==> src/pkg/avrx_pkg.sv <==
// Constants, option bit positions and state codes of the dual receiver.
// Assumes one master clock that feeds every divider.
package avrx_pkg;
   localparam int unsigned OPT_W = 10;
   localparam int unsigned OPT_LSB = 5;
   localparam int unsigned OPT_LOOP_N = 0;
   localparam int unsigned OPT_F1_EN = 1;
   localparam int unsigned OPT_F1_B9 = 2;
   localparam int unsigned OPT_F1_B10 = 3;
   localparam int unsigned OPT_F2_EN = 4;
   localparam int unsigned OPT_F2_B9 = 5;
   localparam int unsigned OPT_F2_B10 = 6;
   localparam int unsigned OPT_TX_PAR = 7;
   localparam int unsigned OPT_TX_RATE = 8;
   localparam int unsigned OPT_RX_RATE = 9;
   localparam logic [9:0] OPT_RESET = 10'h001;
   localparam logic [25:0] SYNC_RESET = 26'h0000180;
   localparam logic [6:0] DIV_FAST = 7'h0A;
   localparam logic [6:0] DIV_SLOW = 7'h50;
   localparam logic [3:0] SPACE_MIN = 4'h8;
   localparam logic [3:0] SPACE_MAX = 4'hC;
   localparam logic [3:0] SPACE_SAT = 4'hD;
   localparam logic [1:0] GAP_NULLS = 2'h3;
   localparam logic [5:0] WORD_BITS = 6'h20;
   localparam int unsigned FIFO_W = 33;
   localparam int unsigned FIFO_DEPTH = 8;
   typedef enum logic [2:0] {
      ST_GAP = 3'h1,
      ST_BIT = 3'h2,
      ST_NULL = 3'h4
   } rx_state_t;
endpackage

==> src/pkg/avrx_stream_if.sv <==
// Valid/ready word stream between the receivers and the word buffer.
// Assumes both ends share one clock.
`timescale 1ns/1ns
`default_nettype none
interface avrx_stream_if #(parameter int unsigned W = 33);
   logic push_valid;
   logic push_ready;
   logic [W-1:0] push_data;
   logic pop_valid;
   logic pop_ready;
   logic [W-1:0] pop_data;
   modport user (output push_valid, push_data, pop_ready,
                 input push_ready, pop_valid, pop_data);
   modport store (input push_valid, push_data, pop_ready,
                  output push_ready, pop_valid, pop_data);
endinterface
`default_nettype wire

==> src/logic/avrx_top.sv <==
// Two serial word receivers with options register and host read port.
// Assumes line level detectors and the transmitter sit outside.
//
// Functional notes
// - Ten option bits load from bus lines 14..5 on the load strobe.
// - Option bit on line 5 low loops transmitter outputs into both receivers.
// - Receiver 1 filter compares word bits 9 and 10 with option bits 7, 8.
// - Receiver 2 filter compares word bits 9 and 10 with option bits 10, 11.
// - Option bit 12 selects transmitter parity: 0 odd, 1 even.
// - Option bit 13 sets transmitter data clock divide: 10 or 80.
// - Option bit 14 sets receiver sample divide: 10 or 80.
// - First half and second half map word bits to bus lines as fixed.
// - First received bit is word bit 1, numbering upward to 32.
// - Ten-stage sample registers; state valid after three equal samples.
// - A data bit must be followed by a Null within the bit time.
// - Gap Null needs three Nulls in upper and lower sample stages.
// - Bit starts must be 8 to 12 samples apart, else reject.
// - Gap timer counts Nulls each sample period; three re-enable reception.
// - Bit 32 becomes 0 for odd one-count, else 1.
// - After 32 bits, ready set if filter off or bits match.
// - Ready holds until both halves read; strobe 1 and 2 per receiver.
// - A new word before both halves are read overwrites the held one.
// - Invalid line state anywhere discards the reception.
// - Receiver 2 drives the bus only while receiver 1 strobe is high.
`timescale 1ns/1ns
`default_nettype none
module avrx_top (
   // Clock and reset
   input wire logic sys_clk_i,
   input wire logic rstn_i,
   // Host bus
   input wire logic [15:0] bd_i,
   output logic [15:0] bd_o,
   output logic bd_oe_o,
   input wire logic byte_sel_i,
   input wire logic rx1_read_n_i,
   input wire logic rx2_read_n_i,
   input wire logic options_load_strobe_i,
   // Line detectors, bit c is receiver c+1, and transmitter feedback
   input wire logic [1:0] line_one_i,
   input wire logic [1:0] line_zero_i,
   input wire logic tx_line_out_i,
   input wire logic tx_line_out_n_i,
   // Status and transmitter controls
   output logic rx1_word_ready_n_o,
   output logic rx2_word_ready_n_o,
   output logic tx_parity_invert_o,
   output logic tx_rate_sel_o,
   output logic tx_data_tick_o
);
   // ----------------------------------------
   // Reset and pin synchronisers
   // ----------------------------------------
   logic [1:0] rst_sr_q;
   logic rst_n;
   logic [25:0] meta_q, sync_q;
   logic [2:0] prev_q;

   always_ff @(posedge sys_clk_i or negedge rstn_i) begin
      if (!rstn_i) begin
         rst_sr_q <= 2'h0;
      end else begin
         rst_sr_q <= {rst_sr_q[0], 1'b1};
      end
   end
   assign rst_n = rst_sr_q[1];

   always_ff @(posedge sys_clk_i or negedge rst_n) begin
      if (!rst_n) begin
         meta_q <= avrx_pkg::SYNC_RESET;
         sync_q <= avrx_pkg::SYNC_RESET;
         prev_q <= 3'h7;
      end else begin
         meta_q <= {bd_i, byte_sel_i, rx1_read_n_i, rx2_read_n_i, options_load_strobe_i,
                    line_one_i, line_zero_i, tx_line_out_i, tx_line_out_n_i};
         sync_q <= meta_q;
         prev_q <= {sync_q[8], sync_q[7], sync_q[6]};
      end
   end

   logic [15:0] bd_s;
   logic sel_s, rd1_s, rd2_s, cw_s, rd1_end, rd2_end, cw_rise;
   assign bd_s = sync_q[25:10];
   assign sel_s = sync_q[9];
   assign rd1_s = sync_q[8];
   assign rd2_s = sync_q[7];
   assign cw_s = sync_q[6];
   assign cw_rise = cw_s && !prev_q[0];
   assign rd1_end = rd1_s && !prev_q[2];
   // A strobe-2 read only counts if strobe 1 was idle up to its release.
   assign rd2_end = rd2_s && !prev_q[1] && prev_q[2];

   // ----------------------------------------
   // Options word and dividers
   // ----------------------------------------
   function automatic logic [6:0] div_next(input logic [6:0] cnt, input logic slow);
      logic [6:0] lim;
      lim = slow ? avrx_pkg::DIV_SLOW : avrx_pkg::DIV_FAST;
      div_next = (cnt >= lim - 7'h01) ? 7'h00 : cnt + 7'h01;
   endfunction

   logic [9:0] opt_q, opt_d;
   logic [6:0] scnt_q, scnt_d, tcnt_q, tcnt_d;
   logic samp_tick, ttick_q, ttick_d, loop_en;

   always_comb begin
      opt_d = cw_rise ? bd_s[14:5] : opt_q;
      scnt_d = div_next(scnt_q, opt_q[avrx_pkg::OPT_RX_RATE]);
      samp_tick = (scnt_d == 7'h00);
      tcnt_d = div_next(tcnt_q, opt_q[avrx_pkg::OPT_TX_RATE]);
      ttick_d = (tcnt_d == 7'h00);
   end

   always_ff @(posedge sys_clk_i or negedge rst_n) begin
      if (!rst_n) begin
         opt_q <= avrx_pkg::OPT_RESET;
         scnt_q <= 7'h00;
         tcnt_q <= 7'h00;
         ttick_q <= 1'b0;
      end else begin
         opt_q <= opt_d;
         scnt_q <= scnt_d;
         tcnt_q <= tcnt_d;
         ttick_q <= ttick_d;
      end
   end

   assign tx_parity_invert_o = opt_q[avrx_pkg::OPT_TX_PAR];
   assign tx_rate_sel_o = opt_q[avrx_pkg::OPT_TX_RATE];
   assign tx_data_tick_o = ttick_q;
   assign loop_en = !opt_q[avrx_pkg::OPT_LOOP_N];

   // ----------------------------------------
   // Receivers
   // ----------------------------------------
   logic [1:0] in_one, in_zero, bad, tbit, tnull, gnull, done, pass;
   avrx_pkg::rx_state_t st_q [2], st_d [2];
   logic [9:0] one_q [2], one_d [2], zero_q [2], zero_d [2], null_q [2], null_d [2];
   logic [3:0] sp_q [2], sp_d [2];
   logic [1:0] gap_q [2], gap_d [2];
   logic [5:0] bcnt_q [2], bcnt_d [2];
   logic [31:0] word_q [2], word_d [2], fw [2];
   logic [1:0] first_q, first_d;

   assign in_one = loop_en ? {2{sync_q[1]}} : sync_q[5:4];
   assign in_zero = loop_en ? {2{sync_q[0]}} : sync_q[3:2];

   always_comb begin
      for (int c = 0; c < 2; c++) begin
         one_d[c] = one_q[c];
         zero_d[c] = zero_q[c];
         null_d[c] = null_q[c];
         st_d[c] = st_q[c];
         sp_d[c] = sp_q[c];
         gap_d[c] = gap_q[c];
         bcnt_d[c] = bcnt_q[c];
         word_d[c] = word_q[c];
         first_d[c] = first_q[c];
         bad[c] = in_one[c] && in_zero[c];
         fw[c] = {~(^word_q[c]), word_q[c][30:0]};
         pass[c] = (c == 0) ?
            (!opt_q[avrx_pkg::OPT_F1_EN] ||
             (word_q[c][8] == opt_q[avrx_pkg::OPT_F1_B9] &&
              word_q[c][9] == opt_q[avrx_pkg::OPT_F1_B10])) :
            (!opt_q[avrx_pkg::OPT_F2_EN] ||
             (word_q[c][8] == opt_q[avrx_pkg::OPT_F2_B9] &&
              word_q[c][9] == opt_q[avrx_pkg::OPT_F2_B10]));
         one_d[c] = samp_tick ? {one_q[c][8:0], in_one[c]} : one_q[c];
         zero_d[c] = samp_tick ? {zero_q[c][8:0], in_zero[c]} : zero_q[c];
         null_d[c] = samp_tick ? {null_q[c][8:0], !in_one[c] && !in_zero[c]} : null_q[c];
         tbit[c] = (one_d[c][2:0] == 3'h7) || (zero_d[c][2:0] == 3'h7);
         tnull[c] = (null_d[c][2:0] == 3'h7);
         gnull[c] = tnull[c] && (null_d[c][9:7] == 3'h7);
         done[c] = 1'b0;
         if (samp_tick) begin
            sp_d[c] = (sp_q[c] == avrx_pkg::SPACE_SAT) ? sp_q[c] : sp_q[c] + 4'h1;
            case (st_q[c])
               avrx_pkg::ST_GAP: begin
                  if (gnull[c]) begin
                     gap_d[c] = gap_q[c] + 2'h1;
                     if (gap_q[c] == avrx_pkg::GAP_NULLS - 2'h1) begin
                        st_d[c] = avrx_pkg::ST_BIT;
                        gap_d[c] = 2'h0;
                        first_d[c] = 1'b1;
                        bcnt_d[c] = 6'h00;
                     end
                  end else begin
                     gap_d[c] = 2'h0;
                  end
               end
               avrx_pkg::ST_BIT: begin
                  if (tbit[c]) begin
                     if (!first_q[c] && (sp_q[c] < avrx_pkg::SPACE_MIN ||
                                         sp_q[c] > avrx_pkg::SPACE_MAX)) begin
                        st_d[c] = avrx_pkg::ST_GAP;
                     end else begin
                        word_d[c][bcnt_q[c][4:0]] = one_d[c][0];
                        bcnt_d[c] = bcnt_q[c] + 6'h01;
                        sp_d[c] = 4'h1;
                        first_d[c] = 1'b0;
                        st_d[c] = avrx_pkg::ST_NULL;
                     end
                  end else if (!first_q[c] && sp_q[c] >= avrx_pkg::SPACE_MAX) begin
                     st_d[c] = avrx_pkg::ST_GAP;
                  end
               end
               avrx_pkg::ST_NULL: begin
                  if (tnull[c]) begin
                     if (bcnt_q[c] == avrx_pkg::WORD_BITS) begin
                        done[c] = pass[c];
                        st_d[c] = avrx_pkg::ST_GAP;
                     end else begin
                        st_d[c] = avrx_pkg::ST_BIT;
                     end
                  end else if (sp_q[c] >= avrx_pkg::SPACE_MAX) begin
                     st_d[c] = avrx_pkg::ST_GAP;
                  end
               end
               default: st_d[c] = avrx_pkg::ST_GAP;
            endcase
            if (bad[c]) begin
               st_d[c] = avrx_pkg::ST_GAP;
               gap_d[c] = 2'h0;
               done[c] = 1'b0;
            end
         end
      end
   end

   always_ff @(posedge sys_clk_i or negedge rst_n) begin
      if (!rst_n) begin
         for (int c = 0; c < 2; c++) begin
            st_q[c] <= avrx_pkg::ST_GAP;
            one_q[c] <= 10'h000;
            zero_q[c] <= 10'h000;
            null_q[c] <= 10'h000;
            sp_q[c] <= 4'h0;
            gap_q[c] <= 2'h0;
            bcnt_q[c] <= 6'h00;
            word_q[c] <= 32'h00000000;
         end
         first_q <= 2'h3;
      end else begin
         st_q <= st_d;
         one_q <= one_d;
         zero_q <= zero_d;
         null_q <= null_d;
         sp_q <= sp_d;
         gap_q <= gap_d;
         bcnt_q <= bcnt_d;
         word_q <= word_d;
         first_q <= first_d;
      end
   end

   // ----------------------------------------
   // Pending words, buffer and host holding registers
   // ----------------------------------------
   // Reads stall the buffer drain so a word never changes under a strobe.
   avrx_stream_if #(.W(avrx_pkg::FIFO_W)) strm ();
   avrx_fifo #(.W(avrx_pkg::FIFO_W), .DEPTH(avrx_pkg::FIFO_DEPTH)) u_fifo (
      .clk_i(sys_clk_i),
      .rst_n_i(rst_n),
      .s(strm.store)
   );

   logic [1:0] pend_q, pend_d, rdy_q, rdy_d;
   logic [31:0] pw_q [2], pw_d [2], hold_q [2], hold_d [2], rw;
   logic [1:0] half_q [2], half_d [2];
   logic psel, push_fire, pop_fire, pch;
   logic [15:0] bd_d;
   logic oe_d, act1, act2;

   assign psel = !pend_q[0];
   assign strm.push_valid = |pend_q;
   assign strm.push_data = {psel, pw_q[psel]};
   assign push_fire = strm.push_valid && strm.push_ready;
   assign strm.pop_ready = rd1_s && rd2_s;
   assign pop_fire = strm.pop_valid && strm.pop_ready;
   assign pch = strm.pop_data[32];
   assign act1 = !rd1_s;
   assign act2 = rd1_s && !rd2_s;
   assign rw = act1 ? hold_q[0] : hold_q[1];

   always_comb begin
      pend_d = pend_q;
      rdy_d = rdy_q;
      for (int c = 0; c < 2; c++) begin
         pw_d[c] = pw_q[c];
         hold_d[c] = hold_q[c];
         half_d[c] = half_q[c];
      end
      if (push_fire) begin
         pend_d[psel] = 1'b0;
      end
      if (rd1_end) begin
         half_d[0][sel_s] = 1'b1;
      end
      if (rd2_end) begin
         half_d[1][sel_s] = 1'b1;
      end
      for (int c = 0; c < 2; c++) begin
         if (half_d[c] == 2'h3) begin
            rdy_d[c] = 1'b0;
            half_d[c] = 2'h0;
         end
         if (done[c]) begin
            pend_d[c] = 1'b1;
            pw_d[c] = fw[c];
         end
      end
      if (pop_fire) begin
         hold_d[pch] = strm.pop_data[31:0];
         rdy_d[pch] = 1'b1;
         half_d[pch] = 2'h0;
      end
      oe_d = act1 || act2;
      bd_d = bd_o;
      if (oe_d) begin
         bd_d = sel_s ? rw[28:13] :
            {rw[12:8], rw[30], rw[29], rw[31], rw[0], rw[1], rw[2], rw[3],
             rw[4], rw[5], rw[6], rw[7]};
      end
   end

   always_ff @(posedge sys_clk_i or negedge rst_n) begin
      if (!rst_n) begin
         pend_q <= 2'h0;
         rdy_q <= 2'h0;
         for (int c = 0; c < 2; c++) begin
            pw_q[c] <= 32'h00000000;
            hold_q[c] <= 32'h00000000;
            half_q[c] <= 2'h0;
         end
         bd_o <= 16'h0000;
         bd_oe_o <= 1'b0;
      end else begin
         pend_q <= pend_d;
         rdy_q <= rdy_d;
         pw_q <= pw_d;
         hold_q <= hold_d;
         half_q <= half_d;
         bd_o <= bd_d;
         bd_oe_o <= oe_d;
      end
   end

   assign rx1_word_ready_n_o = !rdy_q[0];
   assign rx2_word_ready_n_o = !rdy_q[1];
endmodule
`default_nettype wire

==> src/logic/avrx_fifo.sv <==
// Word buffer with registered read data and valid/ready on both sides.
// Assumes an active-low reset from the parent, which it applies asynchronously.
`timescale 1ns/1ns
`default_nettype none
module avrx_fifo #(
   parameter int unsigned W = 33,
   parameter int unsigned DEPTH = 8
) (
   // Clock and reset
   input wire logic clk_i,
   input wire logic rst_n_i,
   // Stream
   avrx_stream_if.store s
);
   localparam int unsigned AW = $clog2(DEPTH);
   logic [W-1:0] mem [DEPTH];
   logic [AW-1:0] wp_q, wp_d, rp_q, rp_d;
   logic [AW:0] cnt_q, cnt_d;
   logic [W-1:0] out_q, out_d;
   logic out_v_q, out_v_d;
   logic wr, rd;

   assign s.push_ready = (cnt_q != (AW+1)'(DEPTH));
   assign s.pop_valid = out_v_q;
   assign s.pop_data = out_q;

   always_comb begin
      wr = s.push_valid && s.push_ready;
      rd = (!out_v_q || s.pop_ready) && (cnt_q != '0);
      wp_d = wr ? wp_q + 1'b1 : wp_q;
      rp_d = rd ? rp_q + 1'b1 : rp_q;
      cnt_d = cnt_q + (AW+1)'(wr) - (AW+1)'(rd);
      out_d = rd ? mem[rp_q] : out_q;
      out_v_d = rd ? 1'b1 : (s.pop_ready ? 1'b0 : out_v_q);
   end

   always_ff @(posedge clk_i) begin
      if (wr) begin
         mem[wp_q] <= s.push_data;
      end
   end

   always_ff @(posedge clk_i or negedge rst_n_i) begin
      if (!rst_n_i) begin
         wp_q <= '0;
         rp_q <= '0;
         cnt_q <= '0;
         out_q <= '0;
         out_v_q <= 1'b0;
      end else begin
         wp_q <= wp_d;
         rp_q <= rp_d;
         cnt_q <= cnt_d;
         out_q <= out_d;
         out_v_q <= out_v_d;
      end
   end
endmodule
`default_nettype wire

==> config.mk <==
export PLATFORM = sky130hd
export DESIGN_NAME = avrx_top
export DESIGN_NICKNAME = d
export VERILOG_FILES = /design/src/pkg/avrx_pkg.sv /design/src/pkg/avrx_stream_if.sv /design/src/logic/avrx_top.sv /design/src/logic/avrx_fifo.sv
export SDC_FILE = /design/constraint.sdc
export NUM_CORES = 1
export LEC_CHECK = 0
export BUFFER_PORTS_ARGS = -buffer_cell sky130_fd_sc_hd__buf_2
export CAP_MARGIN = 20
export CORE_UTILIZATION = 50
export DETAILED_ROUTE_END_ITERATION = 7
export GPL_TIMING_DRIVEN = 0
export PLACE_DENSITY = 0.64
export SLEW_MARGIN = 20
export SYNTH_ARGS = -nofsm -noshare
export SYNTH_HDL_FRONTEND = slang
export SYNTH_HIERARCHICAL = 1
export SYNTH_SLANG_ARGS = --single-unit
==> constraint.sdc <==
create_clock -name sys_clk_i -period 15.05 [get_ports sys_clk_i]
set_clock_uncertainty 0.15 [all_clocks]
set_input_delay 3.01 -clock sys_clk_i [delete_from_list [all_inputs] [get_ports sys_clk_i]]
set_output_delay 3.01 -clock sys_clk_i [all_outputs]
set_load 0.01 [all_outputs]
## Word level (Yosys, flattened, before mapping)

Memory sizes are Yosys's and may differ from the RTL's. A register that Yosys moved wholly into a read port is not among the register bits.
Cells that the tools add are included.

- Flip-flop bits (word level): 372
- Memory bits (writable): 264
- Bits of input ports: 28
- Memories: 1

- Add/subtract/negate cells: 14
- $lt $le $gt $ge: 21
- Eq/ne operators: 43
- Muxes and demuxes: 115
- Bitwise operators: 13
- Reduce and logical (&&, ||, !) cells: 74

Memories:

| memory | words | bits a word | read ports | clocked after Yosys merged registers in | write ports | line | RTL |
|---|---|---|---|---|---|---|---|
| u_fifo.mem | 8 | 33 | 1 | 1 | 1 | avrx_fifo.sv:16 | `logic [W-1:0] mem [DEPTH];` |

Operators with widths:

| kind | number |
|---|---|
| $mux 32 | 5 |
| $bwmux 32 | 2 |
| $bwmux 64 | 1 |
| $reduce_xor 32->1 | 2 |
| $mux 3 | 20 |
| $mux 6 | 8 |
| $mux 2 | 19 |
| $mux 4 | 9 |
| $demux 32 s1 | 1 |
| $mux 1 | 31 |
| $eq 3x3->1 const B | 10 |
| $mux 7 | 4 |
| $logic_and 1x1->1 | 27 |
| $pmux 6 s2 | 2 |
| $mux 10 | 2 |
| $ne 4x4->1 const B | 5 |
| $logic_not 1->1 | 18 |
| $pmux 3 s3 | 2 |
| $mux 16 | 1 |
| $ne 2x2->1 const B | 8 |
| $add 7x1->7 const B | 2 |
| $ge 7x7->1 | 2 |
| $logic_not 7->1 | 2 |
| $reduce_bool 2->1 | 7 |
| other kinds (41) | 90 |

## Longest topological paths before layout

- Depth in word-level cells: 12
- Depth in mapped cells: 14

## Hierarchy

The synthesis kept the hierarchy.

Modules (own cells, without submodules):

| module | times used | cells an instance | area an instance (um^2) |
|---|---|---|---|
| avrx_top | 1 | 1,408 | 15,797.7 |
| avrx_fifo | 1 | 663 | 12,155.4 |

## Least setup slack after synthesis

Ideal clock, no wire load.

- Path kind: reg2reg
- Start point: register pend_q[0]
- End point: memory u_fifo.mem[0][0], enable pin
- Data arrival time: 3.524 ns
- Data required time: 14.436 ns
- Slack: 10.912 ns
- Stages on the path, launching flop included: 6
- Clock period less this slack: 4.138 ns
- Cell sequence: dfrtp_1 -> clkbuf_1 -> clkbuf_1 -> or2_2 -> nand3b_1 -> nor3_1

- Longest elaborated chain between the ends: 4

Ends and longest elaborated chain:

| what | line | RTL |
|---|---|---|
| start, declared | avrx_top.sv:267 | `logic [1:0] pend_q, pend_d, rdy_q, rdy_d;` |
| start signal, assigned | avrx_top.sv:338 | `pend_q <= pend_d;` |
| $reduce_or 2->1 | avrx_top.sv:275 | `assign strm.push_valid = \|pend_q;` |
| net strm.push_valid | avrx_stream_if.sv:6 | `logic push_valid;` |
| $logic_and 1x1->1 | avrx_fifo.sv:28 | `wr = s.push_valid && s.push_ready;` |
| $mux 1 | avrx_fifo.sv:38 | `if (wr) begin` |
| $mux 1 (implied by the code) | avrx_fifo.sv:39 | `mem[wp_q] <= s.push_data;` |
| end, declared | avrx_fifo.sv:16 |  |

The timed path passes the listed nets, and every way through them passes these cells.

## Worst setup path after layout

- Start point: register rdy_q[0]
- End point: output port rx1_word_ready_n_o

- Longest elaborated chain between the ends: 1

Ends and longest elaborated chain:

| what | line | RTL |
|---|---|---|
| start, declared | avrx_top.sv:267 |  |
| start signal, assigned | avrx_top.sv:339 | `rdy_q <= rdy_d;` |
| $logic_not 1->1 | avrx_top.sv:348 | `assign rx1_word_ready_n_o = !rdy_q[0];` |
| end, declared | avrx_top.sv:45 | `output logic rx1_word_ready_n_o,` |

No other way between the ends.

==> reports/metrics.cfg <==
[setup_path]
worstSetupEndpointType=output port
slowest_stage=dfrtp_1
cp_slowest_stage_delay_ns=0.40
worstPathMaxFanout=2
worstPathCellList=inv_1, buf_2
cp-start-kind=flip-flop
arrival_ns=1.17
worstSetupPathType=flip-flop to output port
crit_required_ns=11.89

[pwr]
comb_power_share_pct=12.9
ir_worst_vdd_mv=0.194
p_int_mw=3.15
p_leak_nw=12.7
switching_share_pct=26.6
clockPowerShare_pct=40.2
p_per_area_nw_per_um2=134
power.switching_mw=1.14
p_total_mw=4.29
p_seq_share_pct=46.9

[routing]
drc=0
ant_nets=0
firstDrtPassIters=5
via_per_inst=5.49
drt_iter0_markers=853
vias=16531
routed_wirelength_mm=61.8
wire_per_inst_um=20.5

[cts]
cts_resized=0
h-tree-depth=3
clock_latency_ns=0.60
cts_setup_buffers=0
cts_sinks=657
cts_root_buf=clkbuf_16
numCtsBuffers=70
cts_tree=yes
clock_path_buffers=3
cts_hold_buf=0
cts.clk_slew.worst_paths_ns=0.06

[yosys]
async_flop_share_pct=59.8
postSynthCellCount=2071
synth.avg_cell_area_um2=13.5
syn_area_um2=28000
synth-seq-area-share_pct=63.6
synth_ff_type=dfrtp_1
synth-edff-count=264
ys_ff_latch=657
yosys_warnings=6
synth_cell_type_count=76
synthesis.nets=2130

[global_routing]
gr-total-overflow=0
grt_first_pass_wirelength_mm=96.7
grt_pass1_vias=16978
grt_max_degree=60
grt_usage_pct=22.4
antenna_found_initial=0

[sta]
max_freq_mhz=231
fin_hold_ws_ns=0.119
rsz0062_at_grt=false
hold_violations=0
worst_slew_pin_slew_ns=0.837
min_period_ns=4.33
drv_slew=0
finalSetupViolations=0
slew_headroom_pct=42.6
fin_crit_sh_pct=28.8

[layout]
syn_to_final_growth_pct=14.2
final_cell_mix=380 x dfrtp_1, 283 x nand2_1, 264 x edfxtp_1
antennaDiodeCount=0
drive_gt1_share_pct=24.0
fillers=4433
fin_nets=2266
final_common_cell=dfrtp_1

[place]
dp_hpwl_mm=44.1
gp_congestion=0.842
portBuffers=43

[hold_path]
worstHoldPathType=flip-flop to async pin

[floorplanning]
io_pins=50
die_x_um=238
die_area_um2=56900
start_util_pct=50.6
coreArea_um2=55200
rows=86
fp.dieH_um=238

[flow_run]
max-cap-violations=0

[status]
status=complete, no violations

[power by group through the flow]
| stage | clock network [mW] | registers [mW] | logic (mW) |
|---|---|---|---|
| 6_report | 1.73 | 2.01 | 0.554 |
| 5_1_grt | 1.83 | 2.02 | 0.621 |
| 4_1_cts | 1.77 | 2.01 | 0.559 |
| 3_5_place_dp | 0 | 2.05 | 0.556 |
| 3_3_place_gp | 0 | 2.06 | 0.514 |
| 2_1_floorplan | 0 | 2.04 | 0.382 |
[metrics by stage]
step	setup slack [ns]	utilization, %	cell area, µm²	cells	TNS, ns
global placement	-1.37	52.7	29100	2862	-503.07
CTS	10.68	57.8	31900	3011	0
global route	10.68	57.8	31900	3011	0
detailed placement	11.33	53.5	29600	2883	0
finish	10.72	57.8	31900	3011	0
floorplan	3.16	-	28000	2071	0
[path summary, 6_finish.rpt]
path / end / slack (ns) / startpoint / depth (start not counted)
max in group asynchronous: rst_sr_q[1] / 12.60 / rstn_i / 1
min: fw[25] / 0.12 / rst_sr_q[1] / 0
max reg2reg: word_q[63] / 11.49 / opt_q[9] / 13
min in group sys_clk_i: sync_q[3] / 0.20 / meta_q[3] / 0
max: rx1_word_ready_n_o / 10.72 / rdy_q[0] / 2
min reg2reg: fw[25] / 0.12 / rst_sr_q[1] / 0
[registers in the layout (all words and copies together) (netlist names), 6 cells and up]
name and count:
sync_q 20, meta_q 20, hold_q 64, u_fifo/mem 264, null_q 20, bcnt_q 12, opt_q 10, tcnt_q 7
st_q 6, bd_o 16, u_fifo/s.pop_data 33, sp_q 8, fw 62, pw_q 64, scnt_q 7
[per-layer routing]
layer  GRT usage (%)  up-vias  share of wire [%]
li1                -     7755                  -
met1            26.9     8362                 41
met2            40.8      299                 53
met3            3.62      115                3.4
met4            7.40        0                2.9
met5               0        -                  0
[cells in the mapped netlist (4+ instances only)]
master      n  area [µm²]
xor2_1     19         166
nor3_2      4        40.0
mux2_1      5        56.3
nand3_1    48         240
and3_1      8        50.1
nor3_1     18        90.1
ha_1       30         375
a21oi_1    27         135
nand2_1   283        1060
nand2b_1   11        68.8
dfstp_2    12         315
a31oi_1    31         194
o22ai_1    36         225
inv_1      26        97.6
mux2_2    250        2820
mux2i_1   109        1090
and2_1      8        50.1
a22o_1     36         315
nor2b_1     8        50.1
edfxtp_1  264        7930
buf_6      16         180
nor3b_1     8        60.1
a211oi_1    5        37.5
o31ai_2    31         388
dfrtp_1   381        9530
clkbuf_1   64         240
a32o_1      5        50.1
buf_4       4        30.0
xnor2_1    64         561
o21ai_0    90         450
buf_2      20         100
a21o_1     10        75.1
buf_1       7        26.3
nor2_1     66         248
[cell families after synthesis]
family | synth area share [%]
adder cells (fa/ha/maj) | 1.41
buffers and inverters | 2.66
other | 0.0134
AO/OA/AOI/OAI | 7.49
flip-flops | 63.6
AND/OR/NAND/NOR | 8.00
XOR/XNOR | 2.60
multiplexers | 14.2
[area by class of cell]
cell class / count / area [µm²] / share of cell area (%)
well taps: 748 / 936 / 2.93
flip-flops and latches: 657 / 17800 / 55.7
inverters: 27 / 101 / 0.318
clock inverters: 25 / 208 / 0.651
repair buffers: 64 / 603 / 1.89
clock buffers: 103 / 2160 / 6.77
multi-input cells: 1272 / 9490 / 29.7
plain buffers: 115 / 642 / 2.01
[worst max-delay path: cells and delay by family (launching register included)]
family	cells	cell delay [ns]
DFF	1	0.40
buffers and inverters	2	0.18
Power figures use the tool's default switching activity.
